File: config.mk
export PLATFORM = sky130hd
export DESIGN_NAME = ppb_boost_ctrl
export DESIGN_NICKNAME = d
export VERILOG_FILES = /design/src/rtl/ppb_boost_ctrl.v /design/src/rtl/ppb_pulse_meas.v /design/src/rtl/ppb_sync2.v
export VERILOG_INCLUDE_DIRS = /design/src /design/src/rtl
export SDC_FILE = /design/constraint.sdc
export NUM_CORES = 1
export LEC_CHECK = 0
export BUFFER_PORTS_ARGS = -buffer_cell sky130_fd_sc_hd__buf_2
export CORE_MARGIN = 4
export CORE_UTILIZATION = 55
export CTS_BUF_LIST = sky130_fd_sc_hd__clkbuf_4 sky130_fd_sc_hd__clkbuf_8 sky130_fd_sc_hd__clkbuf_16
export DETAILED_ROUTE_END_ITERATION = 7
export GPL_ROUTABILITY_DRIVEN = 1
export PLACE_DENSITY = 0.85
export SYNTH_ARGS = -nofsm -noshare
export SYNTH_HDL_FRONTEND = slang
export SYNTH_HIERARCHICAL = 1
export SYNTH_SLANG_ARGS = --single-unit
File: constraint.sdc
create_clock -name ref_clk -period 2.3 [get_ports ref_clk]
set_input_delay 0.69 -clock ref_clk [delete_from_list [all_inputs] [get_ports ref_clk]]
set_output_delay 0.69 -clock ref_clk [all_outputs]
set_load 0.01 [all_outputs]
File: src/rtl/ppb_regs.vh
// timing counts, codes and levels for the pulse programmed boost control
`ifndef PPB_REGS_VH
`define PPB_REGS_VH
`define PPB_CLK_MHZ        100
`define PPB_REF_MV         1233
`define PPB_SWITCH_CURRENT_LIMIT_MA        375
`define PPB_UVLO_MV        1500
`define PPB_TSD_DEGC       160
`define PPB_MAX_ON_US      6
`define PPB_MAX_ON_CYC     (`PPB_MAX_ON_US * `PPB_CLK_MHZ)
`define PPB_MIN_OFF_NS     400
`define PPB_MIN_OFF_CYC    ((`PPB_MIN_OFF_NS * `PPB_CLK_MHZ + 999) / 1000)
`define PPB_UP_MIN_US      1
`define PPB_UP_MAX_US      60
`define PPB_DN_MIN_US      140
`define PPB_DN_MAX_US      240
`define PPB_OFF_US         560
`define PPB_UP_MIN_CYC     (`PPB_UP_MIN_US * `PPB_CLK_MHZ)
`define PPB_UP_MAX_CYC     (`PPB_UP_MAX_US * `PPB_CLK_MHZ)
`define PPB_DN_MIN_CYC     (`PPB_DN_MIN_US * `PPB_CLK_MHZ)
`define PPB_DN_MAX_CYC     (`PPB_DN_MAX_US * `PPB_CLK_MHZ)
`define PPB_OFF_CYC        (`PPB_OFF_US * `PPB_CLK_MHZ)
`define PPB_SS_STAGE_CYC   256
`define PPB_RAMP_STEP_CYC  64
`define PPB_DAC_W          6
`define PPB_DAC_CENTER     6'h1f
`define PPB_DAC_MAX        6'h3f
`define PPB_SWITCH_CURRENT_LIMIT_QUARTER   2'h1
`define PPB_SWITCH_CURRENT_LIMIT_HALF      2'h2
`define PPB_SWITCH_CURRENT_LIMIT_FULL      2'h3
`define PPB_SWITCH_CURRENT_LIMIT_NONE      2'h0
`endif

File: src/rtl/ppb_boost_ctrl.v
// top of the pulse programmed boost converter control logic
`timescale 1ns/1ps
`include "ppb_regs.vh"
// How it works
// - main switch turns on when feedback below reference after min off
// - main switch turns off when current reaches the limit threshold
// - main switch forced off after six microseconds on
// - main switch stays off at least 400 ns and until feedback low
// - input disconnect switch is ramped on gradually at enable
// - soft start uses quarter, then half, then full current limit
// - rising program pin enables the device and starts soft start
// - pin low 560 us or longer shuts the device down
// - input disconnect switch stays open while shut down
// - output DAC code is six bits with 64 steps from zero
// - code zero gives 0 V, full scale gives the reference
// - every enable loads the DAC code with the center step
// - short low pulse steps code up, medium low pulse steps it down
// - without programming the pin acts as a plain enable
// - undervoltage holds both power switches open
// - overtemperature holds both power switches open
module ppb_boost_ctrl
(
  // clock and reset
  input  wire       ref_clk,
  input  wire       rst_b,
  // enable and program pin
  input  wire       ctrl_pin,
  // analog comparator indications
  input  wire       feedback_input_low,
  input  wire       current_limit_hit,
  input  wire       undervoltage,
  input  wire       over_temp,
  // power switch gates
  output reg        input_disconnect_switch,
  output reg  [5:0] input_switch_ramp,
  output reg        main_power_switch,
  // current limit select and DAC code
  output reg  [1:0] switch_current_limit,
  output reg  [5:0] dac_code,
  // state
  output reg        device_enabled
);
  localparam [9:0]  MAX_ON   = `PPB_MAX_ON_CYC;
  localparam [9:0]  MIN_OFF  = `PPB_MIN_OFF_CYC;
  localparam [8:0]  SS_STAGE = `PPB_SS_STAGE_CYC;
  localparam [6:0]  RAMP_CYC = `PPB_RAMP_STEP_CYC;
  // last count of an on interval, of the minimum off time, of a ramp step
  localparam [9:0]  MAX_ON_END  = MAX_ON - 10'h001;
  localparam [9:0]  MIN_OFF_END = MIN_OFF - 10'h001;
  localparam [6:0]  RAMP_END    = RAMP_CYC - 7'h01;

  localparam [4:0] ST_OFF  = 5'h01;
  localparam [4:0] ST_RAMP = 5'h02;
  localparam [4:0] ST_SS1  = 5'h04;
  localparam [4:0] ST_SS2  = 5'h08;
  localparam [4:0] ST_RUN  = 5'h10;

  localparam [1:0] SW_OFF  = 2'h1;
  localparam [1:0] SW_ON   = 2'h2;

  wire pin_s;
  wire fb_s;
  wire switch_current_limit_s;
  wire uv_s;
  wire ot_s;
  wire step_up;
  wire step_down;
  wire long_low;
  wire pin_rise;

  reg [4:0] st_q;
  reg [1:0] sw_q;
  reg [9:0] sw_cnt_q;
  reg [8:0] ss_cnt_q;
  reg [6:0] ramp_cnt_q;

  ppb_sync2 #(.RESET_VAL(1'b0)) u_sync_pin
  (
    .ref_clk  (ref_clk),
    .rst_b    (rst_b),
    .async_in (ctrl_pin),
    .sync_out (pin_s)
  );
  ppb_sync2 #(.RESET_VAL(1'b0)) u_sync_fb
  (
    .ref_clk  (ref_clk),
    .rst_b    (rst_b),
    .async_in (feedback_input_low),
    .sync_out (fb_s)
  );
  ppb_sync2 #(.RESET_VAL(1'b0)) u_sync_switch_current_limit
  (
    .ref_clk  (ref_clk),
    .rst_b    (rst_b),
    .async_in (current_limit_hit),
    .sync_out (switch_current_limit_s)
  );
  // starts asserted so both switches stay open until the supply is known
  ppb_sync2 #(.RESET_VAL(1'b1)) u_sync_uv
  (
    .ref_clk  (ref_clk),
    .rst_b    (rst_b),
    .async_in (undervoltage),
    .sync_out (uv_s)
  );
  ppb_sync2 #(.RESET_VAL(1'b0)) u_sync_ot
  (
    .ref_clk  (ref_clk),
    .rst_b    (rst_b),
    .async_in (over_temp),
    .sync_out (ot_s)
  );

  ppb_pulse_meas u_meas
  (
    .ref_clk   (ref_clk),
    .rst_b     (rst_b),
    .pin_level (pin_s),
    .step_up   (step_up),
    .step_down (step_down),
    .long_low  (long_low),
    .rise      (pin_rise)
  );

  // either fault opens both switches in the same cycle
  wire fault = uv_s || ot_s;
  // an on interval ends at peak current or at the on-time limit
  wire sw_end = (sw_q == SW_ON) &&
                (switch_current_limit_s || (sw_cnt_q == MAX_ON_END));

  // sequencer: enable, input switch ramp, soft start stages
  always @(posedge ref_clk or negedge rst_b)
  begin
    if (!rst_b)
    begin
      st_q       <= ST_OFF;
      ss_cnt_q   <= 9'h000;
      ramp_cnt_q <= 7'h00;
      input_switch_ramp <= 6'h00;
    end
    else if (fault)
    begin
      st_q              <= ST_OFF;
      input_switch_ramp <= 6'h00;
      ss_cnt_q          <= 9'h000;
      ramp_cnt_q        <= 7'h00;
    end
    else if (long_low)
    begin
      // a long low ends any stage, soft start included
      st_q              <= ST_OFF;
      input_switch_ramp <= 6'h00;
    end
    else
    begin
      case (st_q)
        ST_OFF:
        begin
          ss_cnt_q   <= 9'h000;
          ramp_cnt_q <= 7'h00;
          // plain level high enables, as a simple enable pin
          if (pin_rise || pin_s)
            st_q <= ST_RAMP;
        end
        ST_RAMP:
        begin
          ramp_cnt_q <= ramp_cnt_q + 7'h01;
          if (ramp_cnt_q == RAMP_END)
          begin
            ramp_cnt_q <= 7'h00;
            // gate drive rises one step at a time
            if (input_switch_ramp == `PPB_DAC_MAX)
              st_q <= ST_SS1;
            else
              input_switch_ramp <= input_switch_ramp + 6'h01;
          end
        end
        ST_SS1:
        begin
          if (sw_end)
          begin
            ss_cnt_q <= ss_cnt_q + 9'h001;
            if (ss_cnt_q == SS_STAGE - 9'h001)
            begin
              ss_cnt_q <= 9'h000;
              st_q     <= ST_SS2;
            end
          end
        end
        ST_SS2:
        begin
          if (sw_end)
          begin
            ss_cnt_q <= ss_cnt_q + 9'h001;
            if (ss_cnt_q == SS_STAGE - 9'h001)
            begin
              ss_cnt_q <= 9'h000;
              st_q     <= ST_RUN;
            end
          end
        end
        ST_RUN:
          // full limit holds until shutdown or a fault
          st_q <= ST_RUN;
        default:
          st_q <= ST_OFF;
      endcase
    end
  end

  wire switching = (st_q == ST_SS1) || (st_q == ST_SS2) || (st_q == ST_RUN);

  // pulse frequency loop for the main switch
  always @(posedge ref_clk or negedge rst_b)
  begin
    if (!rst_b)
    begin
      sw_q     <= SW_OFF;
      sw_cnt_q <= 10'h000;
    end
    else if (!switching || fault)
    begin
      sw_q     <= SW_OFF;
      sw_cnt_q <= 10'h000;
    end
    else
    begin
      case (sw_q)
        SW_OFF:
        begin
          if (sw_cnt_q < MIN_OFF)
            sw_cnt_q <= sw_cnt_q + 10'h001;
          if (sw_cnt_q >= MIN_OFF_END && fb_s)
          begin
            sw_q     <= SW_ON;
            sw_cnt_q <= 10'h000;
          end
        end
        SW_ON:
        begin
          sw_cnt_q <= sw_cnt_q + 10'h001;
          if (sw_end)
          begin
            // peak current or on-time limit
            sw_q     <= SW_OFF;
            sw_cnt_q <= 10'h000;
          end
        end
        default:
        begin
          sw_q     <= SW_OFF;
          sw_cnt_q <= 10'h000;
        end
      endcase
    end
  end

  // DAC code: centered at enable, stepped by program pulses
  always @(posedge ref_clk or negedge rst_b)
  begin
    if (!rst_b)
      dac_code <= `PPB_DAC_CENTER;
    // steps seen while off are lost, the code is reloaded there
    else if (st_q == ST_OFF)
      dac_code <= `PPB_DAC_CENTER;
    else if (step_up && dac_code != `PPB_DAC_MAX)
      dac_code <= dac_code + 6'h01;
    else if (step_down && dac_code != 6'h00)
      dac_code <= dac_code - 6'h01;
  end

  // registered outputs
  always @(posedge ref_clk or negedge rst_b)
  begin
    if (!rst_b)
    begin
      input_disconnect_switch <= 1'b0;
      main_power_switch       <= 1'b0;
      switch_current_limit    <= `PPB_SWITCH_CURRENT_LIMIT_NONE;
      device_enabled          <= 1'b0;
    end
    else
    begin
      // open while off or faulted
      input_disconnect_switch <= switching && !fault;
      // drops in the ending cycle so the gate never outlasts the limit
      main_power_switch       <= (sw_q == SW_ON) && switching && !fault &&
                                 !sw_end;
      device_enabled          <= (st_q != ST_OFF);
      case (st_q)
        ST_SS1:  switch_current_limit <= `PPB_SWITCH_CURRENT_LIMIT_QUARTER;
        ST_SS2:  switch_current_limit <= `PPB_SWITCH_CURRENT_LIMIT_HALF;
        ST_RUN:  switch_current_limit <= `PPB_SWITCH_CURRENT_LIMIT_FULL;
        default: switch_current_limit <= `PPB_SWITCH_CURRENT_LIMIT_NONE;
      endcase
    end
  end
endmodule

File: src/rtl/ppb_pulse_meas.v
// measures low pulses on the program pin and classifies them
`timescale 1ns/1ps
`include "ppb_regs.vh"
module ppb_pulse_meas
(
  // clock and reset
  input  wire ref_clk,
  input  wire rst_b,
  // synchronised pin level
  input  wire pin_level,
  // classified events, one-cycle pulses
  output reg  step_up,
  output reg  step_down,
  output reg  long_low,
  output reg  rise
);
  localparam [15:0] UP_MIN  = `PPB_UP_MIN_CYC;
  localparam [15:0] UP_MAX  = `PPB_UP_MAX_CYC;
  localparam [15:0] DN_MIN  = `PPB_DN_MIN_CYC;
  localparam [15:0] DN_MAX  = `PPB_DN_MAX_CYC;
  localparam [15:0] OFF_CYC = `PPB_OFF_CYC;

  reg        prev_q;
  reg [15:0] low_cnt_q;

  always @(posedge ref_clk or negedge rst_b)
  begin
    if (!rst_b)
    begin
      prev_q    <= 1'b0;
      low_cnt_q <= 16'h0000;
      step_up   <= 1'b0;
      step_down <= 1'b0;
      long_low  <= 1'b0;
      rise      <= 1'b0;
    end
    else
    begin
      prev_q    <= pin_level;
      step_up   <= 1'b0;
      step_down <= 1'b0;
      long_low  <= 1'b0;
      rise      <= pin_level && !prev_q;
      if (!pin_level)
      begin
        // count saturates just past the shutdown threshold
        if (low_cnt_q < OFF_CYC)
          low_cnt_q <= low_cnt_q + 16'h0001;
        if (low_cnt_q == OFF_CYC - 16'h0001)
          long_low <= 1'b1;
      end
      else
      begin
        low_cnt_q <= 16'h0000;
        if (!prev_q)
        begin
          // widths outside both windows are dropped
          if (low_cnt_q >= UP_MIN && low_cnt_q <= UP_MAX)
            step_up <= 1'b1;
          else if (low_cnt_q >= DN_MIN && low_cnt_q <= DN_MAX)
            step_down <= 1'b1;
        end
      end
    end
  end
endmodule

File: src/rtl/ppb_sync2.v
// two flip-flop synchroniser for one asynchronous level
`timescale 1ns/1ps
module ppb_sync2
#(
  parameter RESET_VAL = 1'b0
)
(
  // clock and reset
  input  wire ref_clk,
  input  wire rst_b,
  // level in and out
  input  wire async_in,
  output reg  sync_out
);
  reg meta_q;

  always @(posedge ref_clk or negedge rst_b)
  begin
    if (!rst_b)
    begin
      meta_q   <= RESET_VAL;
      sync_out <= RESET_VAL;
    end
    else
    begin
      meta_q   <= async_in;
      sync_out <= meta_q;
    end
  end
endmodule

==> results of run 1 <==
-- cell families after synthesis --
logic type | count (synthesis) | share of synthesized area (%)
AO/OA/AOI/OAI | 110 | 16.6
XOR/XNOR | 19 | 3.77
adder cells (fa/ha/maj) | 13 | 3.85
buffers and inverters | 39 | 3.80
flip-flops | 81 | 46.2
multiplexers | 12 | 2.86
AND/OR/NAND/NOR | 187 | 23.0
-- sequential cells by signal, indices dropped and copies added (netlist names), 2 cells and up --
name                  flops
ss_cnt_q                  9
switch_current_limit      2
sw_cnt_q                 10
ramp_cnt_q                7
st_q                      5
sw_q                      2
u_meas/low_cnt_q         16
dac_code                  6
input_switch_ramp         6
-- stage by stage --
stage | setup TNS [ns] | util, % | std cells | hold slack (ns) | power, W
floorplan | 0 | - | 461 | 0.331 | 0.00154
global placement | 0 | 61.6 | 591 | 0.336 | 0.00160
detailed placement | -0.159 | 61.6 | 591 | 0.335 | 0.00160
CTS | -0.00156 | 65.0 | 609 | 0.311 | 0.00283
global route | -0.322 | 66.0 | 613 | 0.322 | 0.00290
finish | -0.0438 | 66.0 | 613 | 0.293 | 0.00281
-- worst reg2reg max path: stages (launching register included) --
cell	delay, ns
dfrtp_1	0.39
or4b_4	0.55
or4_4	0.50
a2111oi_4	0.35
buf_4	0.20
a41oi_2	0.11
a31oi_1	0.17
-- layer usage --
metal | vias to the layer above | global-route usage, %
met5 | - | 0
met4 | 0 | 6.71
met3 | 14 | 5.10
met2 | 112 | 35.3
met1 | 1830 | 28.1
li1 | 1789 | -
-- cell type report --
| cell class | instances | area [um^2] |
|---|---|---|
| fillers | 571 | 2640 |
| multi-input cells | 341 | 2270 |
| flip-flops and latches | 81 | 2040 |
| repair buffers | 57 | 389 |
| clock buffers | 14 | 180 |
| well taps | 102 | 128 |
| clock inverters | 2 | 60.1 |
| inverters | 16 | 60.1 |
-- where the power goes --
part / total (W) / internal (W) / switching [W] / leakage, nW
Sequential: 0.00146 / 0.00144 / 0.0000148 / 1.07
Clock: 0.00123 / 0.000726 / 0.000507 / 0.124
Combinational: 0.000113 / 0.0000356 / 0.0000774 / 0.958
-- final timing paths --
check,start,cells after the start,to,slack (ns)
max,sw_cnt_q[7]$_DFFE_PN0P_,6,ss_cnt_q[4]$_DFFE_PN0P_,-0.04
min reg2reg,u_sync_pin/meta_q$_DFF_PN0_,0,u_sync_pin/sync_out$_DFF_PN0_,0.36
max in group asynchronous,rst_b,2,u_sync_uv/meta_q$_DFF_PN1_,1.40
max reg2reg,sw_cnt_q[7]$_DFFE_PN0P_,6,ss_cnt_q[4]$_DFFE_PN0P_,-0.04
min,rst_b,1,ss_cnt_q[4]$_DFFE_PN0P_,0.29
min in group ref_clk,u_sync_pin/meta_q$_DFF_PN0_,0,u_sync_pin/sync_out$_DFF_PN0_,0.36
-- synthesized netlist by cell type (6+ instances only) --
cell type / instances
a211oi_1: 6
a21oi_1: 28
a31oi_1: 6
and2_1: 6
and3_1: 7
clkbuf_1: 14
dfrtp_1: 72
dfstp_2: 9
ha_1: 12
inv_1: 15
mux2i_1: 7
nand2_1: 41
nand3_1: 26
nand4_1: 9
nor2_1: 30
nor2b_1: 7
nor3_1: 9
nor4_1: 12
o21ai_0: 23
o31ai_1: 10
or3_1: 8
or4_1: 10
xnor2_1: 15
-- cell usage in the layout (no fill, tap or decap), types with 6 or more instances in the layout --
master | Yosys | final
dfrtp_1 | 72 | 72
nand2_1 | 41 | 41
buf_4 | 0 | 33
nor2_1 | 30 | 30
a21oi_1 | 28 | 28
nand3_1 | 26 | 26
o21ai_0 | 23 | 22
buf_2 | 5 | 22
inv_1 | 15 | 15
xnor2_1 | 15 | 15
nor4_1 | 12 | 12
clkbuf_8 | 0 | 12
ha_1 | 12 | 11
or4_1 | 10 | 10
nor3_1 | 9 | 9
nand4_1 | 9 | 9
o31ai_1 | 10 | 9
dfstp_2 | 9 | 9
or3_1 | 8 | 8
nor2b_1 | 7 | 7
and3_1 | 7 | 7
mux2i_1 | 7 | 7
and2_1 | 6 | 6
a31oi_1 | 6 | 6
-- repair_timing --
item,in CTS,in global routing
hold buffers,0,0
setup endpoints to repair,5,9
pin swaps,1,5
resized for setup,1,9
buffers inserted,2,4
==> results by group, run 1 <==
Drt
  • Met3 routed wirelength: 513 um
  • Post-DR wirelength/cell: 16.0 um
  • Drt initial violations: 182
  • Met1 WL: 4260 um
  • Antenna Nets Post-Route: 0
  • DR WL met2: 4900 um
  • Top Layer Used: met4
  • Total wire length: 9820 um
  • Detail-routed via count per cell: 6.11
  • First-pass iteration count of the detailed router: 4
  • Via count: 3745
  • DRC: 0

Power and ir drop
  • Pwr Density: 548 nW/um^2
  • Leak Pwr: 2.16 nW
  • VDD IR-drop max: 0.303 mV

STA
  • Pins Over Slew Limit: 0
  • Final period utilization: 102%
  • Crit path time final: 2.34 ns
  • Clock Skew: 0.00752 ns
  • Worst slew pin tran: 0.504 ns
  • Max Freq: 427 MHz
  • Final Hold Violating Endpoints: 0
  • RSZ-0062 raised after global routing: yes
  • Rel. slew slack: 66.1%
  • PnR worst setup slack: -0.0438 ns
  • Endpoints failing setup: 1

Synthesis
  • Syn_area_per_cell: 9.58 um^2
  • Mapped Area: 4420 um^2
  • Yosys cell types: 64
  • Synthesized flop and latch total: 81
  • Sequential area share after synthesis: 46.2%
  • YS warnings: 6
  • Mapped Cells: 461
  • Top-area cell type share of the netlist area: 40.8%
  • Async S/R FF share, synth: 100%
  • Post-synth top flop: dfrtp_1
  • Number of synthesized flops with an enable pin: 0
  • Synth top area cells: dfrtp_1 (41%), dfstp_2 (5.4%), nand2_1 (3.5%)
  • Yosys top cell by area: dfrtp_1
  • Synthesized Nets: 481

Cells and area
  • Fraction of layout cells with a size suffix above 1: 20.9%
  • Fin nets: 526
  • Final instance area: 5120 um^2
  • # diodes: 0
  • Layout Area Growth over Synthesis: 16.0%

Clocking
  • CTS sink count: 81
  • Maximum clock insertion buffer count: 2
  • Worst-path clk slew: 0.08 ns
  • Htree depth: 3
  • Num CTS Buffers: 9
  • Clock root cell: clkbuf_8
  • CTS tree: yes
  • Worst skew pair latency: 0.36 ns

GRT
  • Initial antenna violation count: 0
  • Grt total ovfl: 0
  • Vias in the first global route: 3631
  • Gr usage total: 21.5%
  • Largest net degree at the start of global routing: 38
  • First-pass GRT wire length: 16900 um

Worst setup path
  • Worst-path maximum fanout: 4
  • Kind of critical path: flop to flop
  • CP delay by family, top: simple AND/OR/NAND/NOR gates
  • Worst path cell trace: or4b_4, or4_4, a2111oi_4, buf_4, a41oi_2, a31oi_1
  • Critical path's largest stage delay: 0.55 ns
  • Startpoint Class: flop
  • Data arrival, critical path: 2.62 ns
  • Req. time, crit path: 2.57 ns
  • Buf+Inv Stages, Crit Path: 1
  • CP max-delay cell: or4b_4
  • Worst setup EP type: flop

Place
  • Final GP Congestion: 0.936
  • Dpl ws: -0.0791 ns
  • Placed cell areas: 4790 um^2
  • Final HPWL DP: 6920 um
  • PortBufs: 23

Floorplanning
  • Placement Rows: 32
  • I/O pins: 24
  • Core area: 7770 um^2
  • Initial Utilization: 56.8%
  • Die H: 97.6 um
  • Die footprint: 9530 um^2
  • Chip width: 97.6 um

Status
  • Failing checks: negative setup slack
  • Outcome: finished, violations left

Worst hold path
  • Hold Path Class: input port to async pin

Run
  • Max_cap viols: 0
Power figures use the tool's default switching activity.
==> run 2, diff against run 1 <==
--- a/config.mk
+++ b/config.mk
@@ -12,7 +12,7 @@
 export CTS_BUF_LIST = sky130_fd_sc_hd__clkbuf_4 sky130_fd_sc_hd__clkbuf_8 sky130_fd_sc_hd__clkbuf_16
 export DETAILED_ROUTE_END_ITERATION = 7
 export GPL_ROUTABILITY_DRIVEN = 1
-export PLACE_DENSITY = 0.85
+export PLACE_DENSITY_LB_ADDON = 0.3
 export SYNTH_ARGS = -nofsm -noshare
 export SYNTH_HDL_FRONTEND = slang
 export SYNTH_HIERARCHICAL = 1
==> results by group, run 2 (synthesis results as in run 1) <==
Status
  • Outcome: complete, no violations

Worst setup path
  • CP max-delay cell: or4b_4
  • Worst setup EP type: flop
  • Startpoint Class: flop
  • Crit path from: sw_cnt_q[5]$_DFFE_PN0P_
  • Worst-path maximum fanout: 6 (+2)
  • Data arrival, critical path: 2.56 ns (-0.06 ns)
  • Buf+Inv Stages, Crit Path: 1 (unchanged)
  • Critical path's largest stage delay: 0.56 ns (about the same)
  • CP delay by family, top: simple AND/OR/NAND/NOR gates
  • Worst path cell trace: or4b_4, or4_4, a2111oi_4, buf_4, a41oi_1, a31oi_1
  • Worst r2r src: sw_cnt_q[5]$_DFFE_PN0P_
  • Kind of critical path: flop to flop
  • Req. time, crit path: 2.57 ns (about the same)

Cells and area
  • Layout Cells excl Fill: 614 (+0.16%)
  • Fin nets: 527 (+0.19%)
  • Layout Area Growth over Synthesis: 15.0%
  • Commonest non-fill, non-tap cell in the layout: dfrtp_1
  • Biggest register: u_meas/low_cnt_q
  • Most frequent cells in the layout: dfrtp_1 (72), nand2_1 (41), buf_4 (35)
  • Max FFs per register: 16 (unchanged)
  • Final instance area: 5080 um^2 (-0.88%)
  • Biggest regs: u_meas/low_cnt_q x16, sw_cnt_q x10, ss_cnt_q x9
  • # diodes: 0 (unchanged)
  • Fraction of layout cells with a size suffix above 1: 20.7% (-0.24 points)

Drt
  • Drt initial violations: 152 (-16%)
  • First-pass iteration count of the detailed router: 4 (unchanged)
  • DRC: 0 (unchanged)
  • Antenna Nets Post-Route: 0 (unchanged)
  • Post-DR wirelength/cell: 15.4 um (-4.1%)
  • Via count: 3642 (-2.8%)
  • Total wire length: 9430 um (-4.0%)
  • Detail-routed via count per cell: 5.93 (-2.9%)

STA
  • Max Freq: 437 MHz (+2.4%)
  • Endpoints failing setup: 0 (-1)
  • Pins Over Slew Limit: 0 (unchanged)
  • Final Hold Violating Endpoints: 0 (unchanged)
  • Final period utilization: 99.5% (-2.4 points)
  • Clock Skew: 0.00997 ns (+0.00245 ns)
  • Crit path time final: 2.29 ns (-0.0559 ns)
  • RSZ-0062 raised after global routing: yes
  • Worst slew pin tran: 0.485 ns (-0.0197 ns)
  • Rel. slew slack: 66.9% (+0.79 points)

Clocking
  • CTS sink count: 81 (unchanged)
  • Clock root cell: clkbuf_8
  • Worst-path clk slew: 0.08 ns (about the same)
  • CTS tree: yes
  • Worst skew pair latency: 0.36 ns (about the same)
  • Maximum clock insertion buffer count: 2 (unchanged)
  • Num CTS Buffers: 9 (unchanged)
  • Htree depth: 3 (unchanged)

Floorplanning
  • Initial Utilization: 56.8% (unchanged)
  • Die H: 97.6 um (unchanged)
  • Chip width: 97.6 um (unchanged)
  • Core area: 7770 um^2 (unchanged)
  • I/O pins: 24 (unchanged)
  • Die footprint: 9530 um^2 (unchanged)
  • Placement Rows: 32 (unchanged)

Place
  • Final HPWL DP: 6730 um (-2.8%)
  • Placed cell areas: 4820 um^2 (+0.63%)
  • PortBufs: 23 (unchanged)
  • Final GP Congestion: 0.946 (+1.0%)
  • Dpl cells: 595 (+0.68%)

GRT
  • Gr usage total: 20.9% (-0.59 points)
  • Grt total ovfl: 0 (unchanged)
  • Initial antenna violation count: 0 (unchanged)
  • Vias in the first global route: 3672 (+1.1%)
  • First-pass GRT wire length: 16600 um (-1.7%)
  • Largest net degree at the start of global routing: 39 (+2.6%)

Run
  • Max_cap viols: 0 (unchanged)

Power and ir drop
  • VDD IR-drop max: 0.327 mV (+7.9%)
  • Pwr Density: 526 nW/um^2 (-3.9%)
  • Leak Pwr: 2.14 nW (-0.68%)

Worst hold path
  • Hold Path Class: input port to async pin
## run 2: changes by cell type in the layout (fill, tap and decap cells not counted), moves of 2 or more
cell,change
clkbuf_4,-2
a21oi_1,-2
clkinvlp_4,+2
a21oi_2,+2
buf_4,+2
## run 2: power breakdown
part / internal (W) / total (W) / leakage [nW] / switching (W)
registers: 0.00144 / 0.00146 / 1.07 / 0.0000153
logic: 0.0000358 / 0.000111 / 0.965 / 0.0000757
clock network: 0.000566 / 0.00110 / 0.102 / 0.000535
total: 0.00205 / 0.00267 / 2.14 / 0.000626
## run 2: layer usage
metal / wire, um / GRT usage (%) / part of all wire, %
met5: 0 / 0 / 0
met2: 4770 / 34.6 / 51
met1: 4220 / 27.5 / 45
met4: 128 / 6.07 / 1.4
met3: 315 / 4.67 / 3.3
## run 2: worst paths after layout
kind,cells after the start,slack [ns],end
max,6,0.01,ss_cnt_q[7]$_DFFE_PN0P_
min,1,0.30,ss_cnt_q[2]$_DFFE_PN0P_
max reg2reg,6,0.01,ss_cnt_q[7]$_DFFE_PN0P_
min reg2reg,0,0.36,u_sync_pin/sync_out$_DFF_PN0_
max in group asynchronous,2,1.37,dac_code[4]$_DFFE_PN1P_
min in group ref_clk,0,0.36,u_sync_pin/sync_out$_DFF_PN0_
## run 2: cell type report
class                      count  area, um^2
clock buffer                  11         151
fill                         635        2690
sequential                    81        2040
tap                          102         128
multi-input combinational    341        2250
timing repair buffer          58         393
inverter                      16        60.1
clock inverter                 5        62.6
## run 2: timing repair
action                     in CTS  in global routing
setup endpoints to repair       6                 14
setup buffers                   1                  2
gates resized for setup         1                  6
hold buffers                    0                  0
pin swaps                       1                  7
## run 2: per-stage QoR
| step | TNS [ns] | hold WS [ns] | setup slack [ns] | power [W] | util [%] |
|---|---|---|---|---|---|
| after floorplan | 0 | 0.331 | 0.00403 | 0.00154 | - |
| final | 0 | 0.302 | 0.0121 | 0.00267 | 65.4 |
| after global placement | -0.00219 | 0.332 | -0.00219 | 0.00160 | 62.0 |
| after global routing | -0.142 | 0.323 | -0.0643 | 0.00278 | 65.4 |
| after CTS | 0 | 0.299 | 0.0265 | 0.00270 | 64.9 |
| after detailed placement | -0.172 | 0.340 | -0.0669 | 0.00160 | 62.0 |
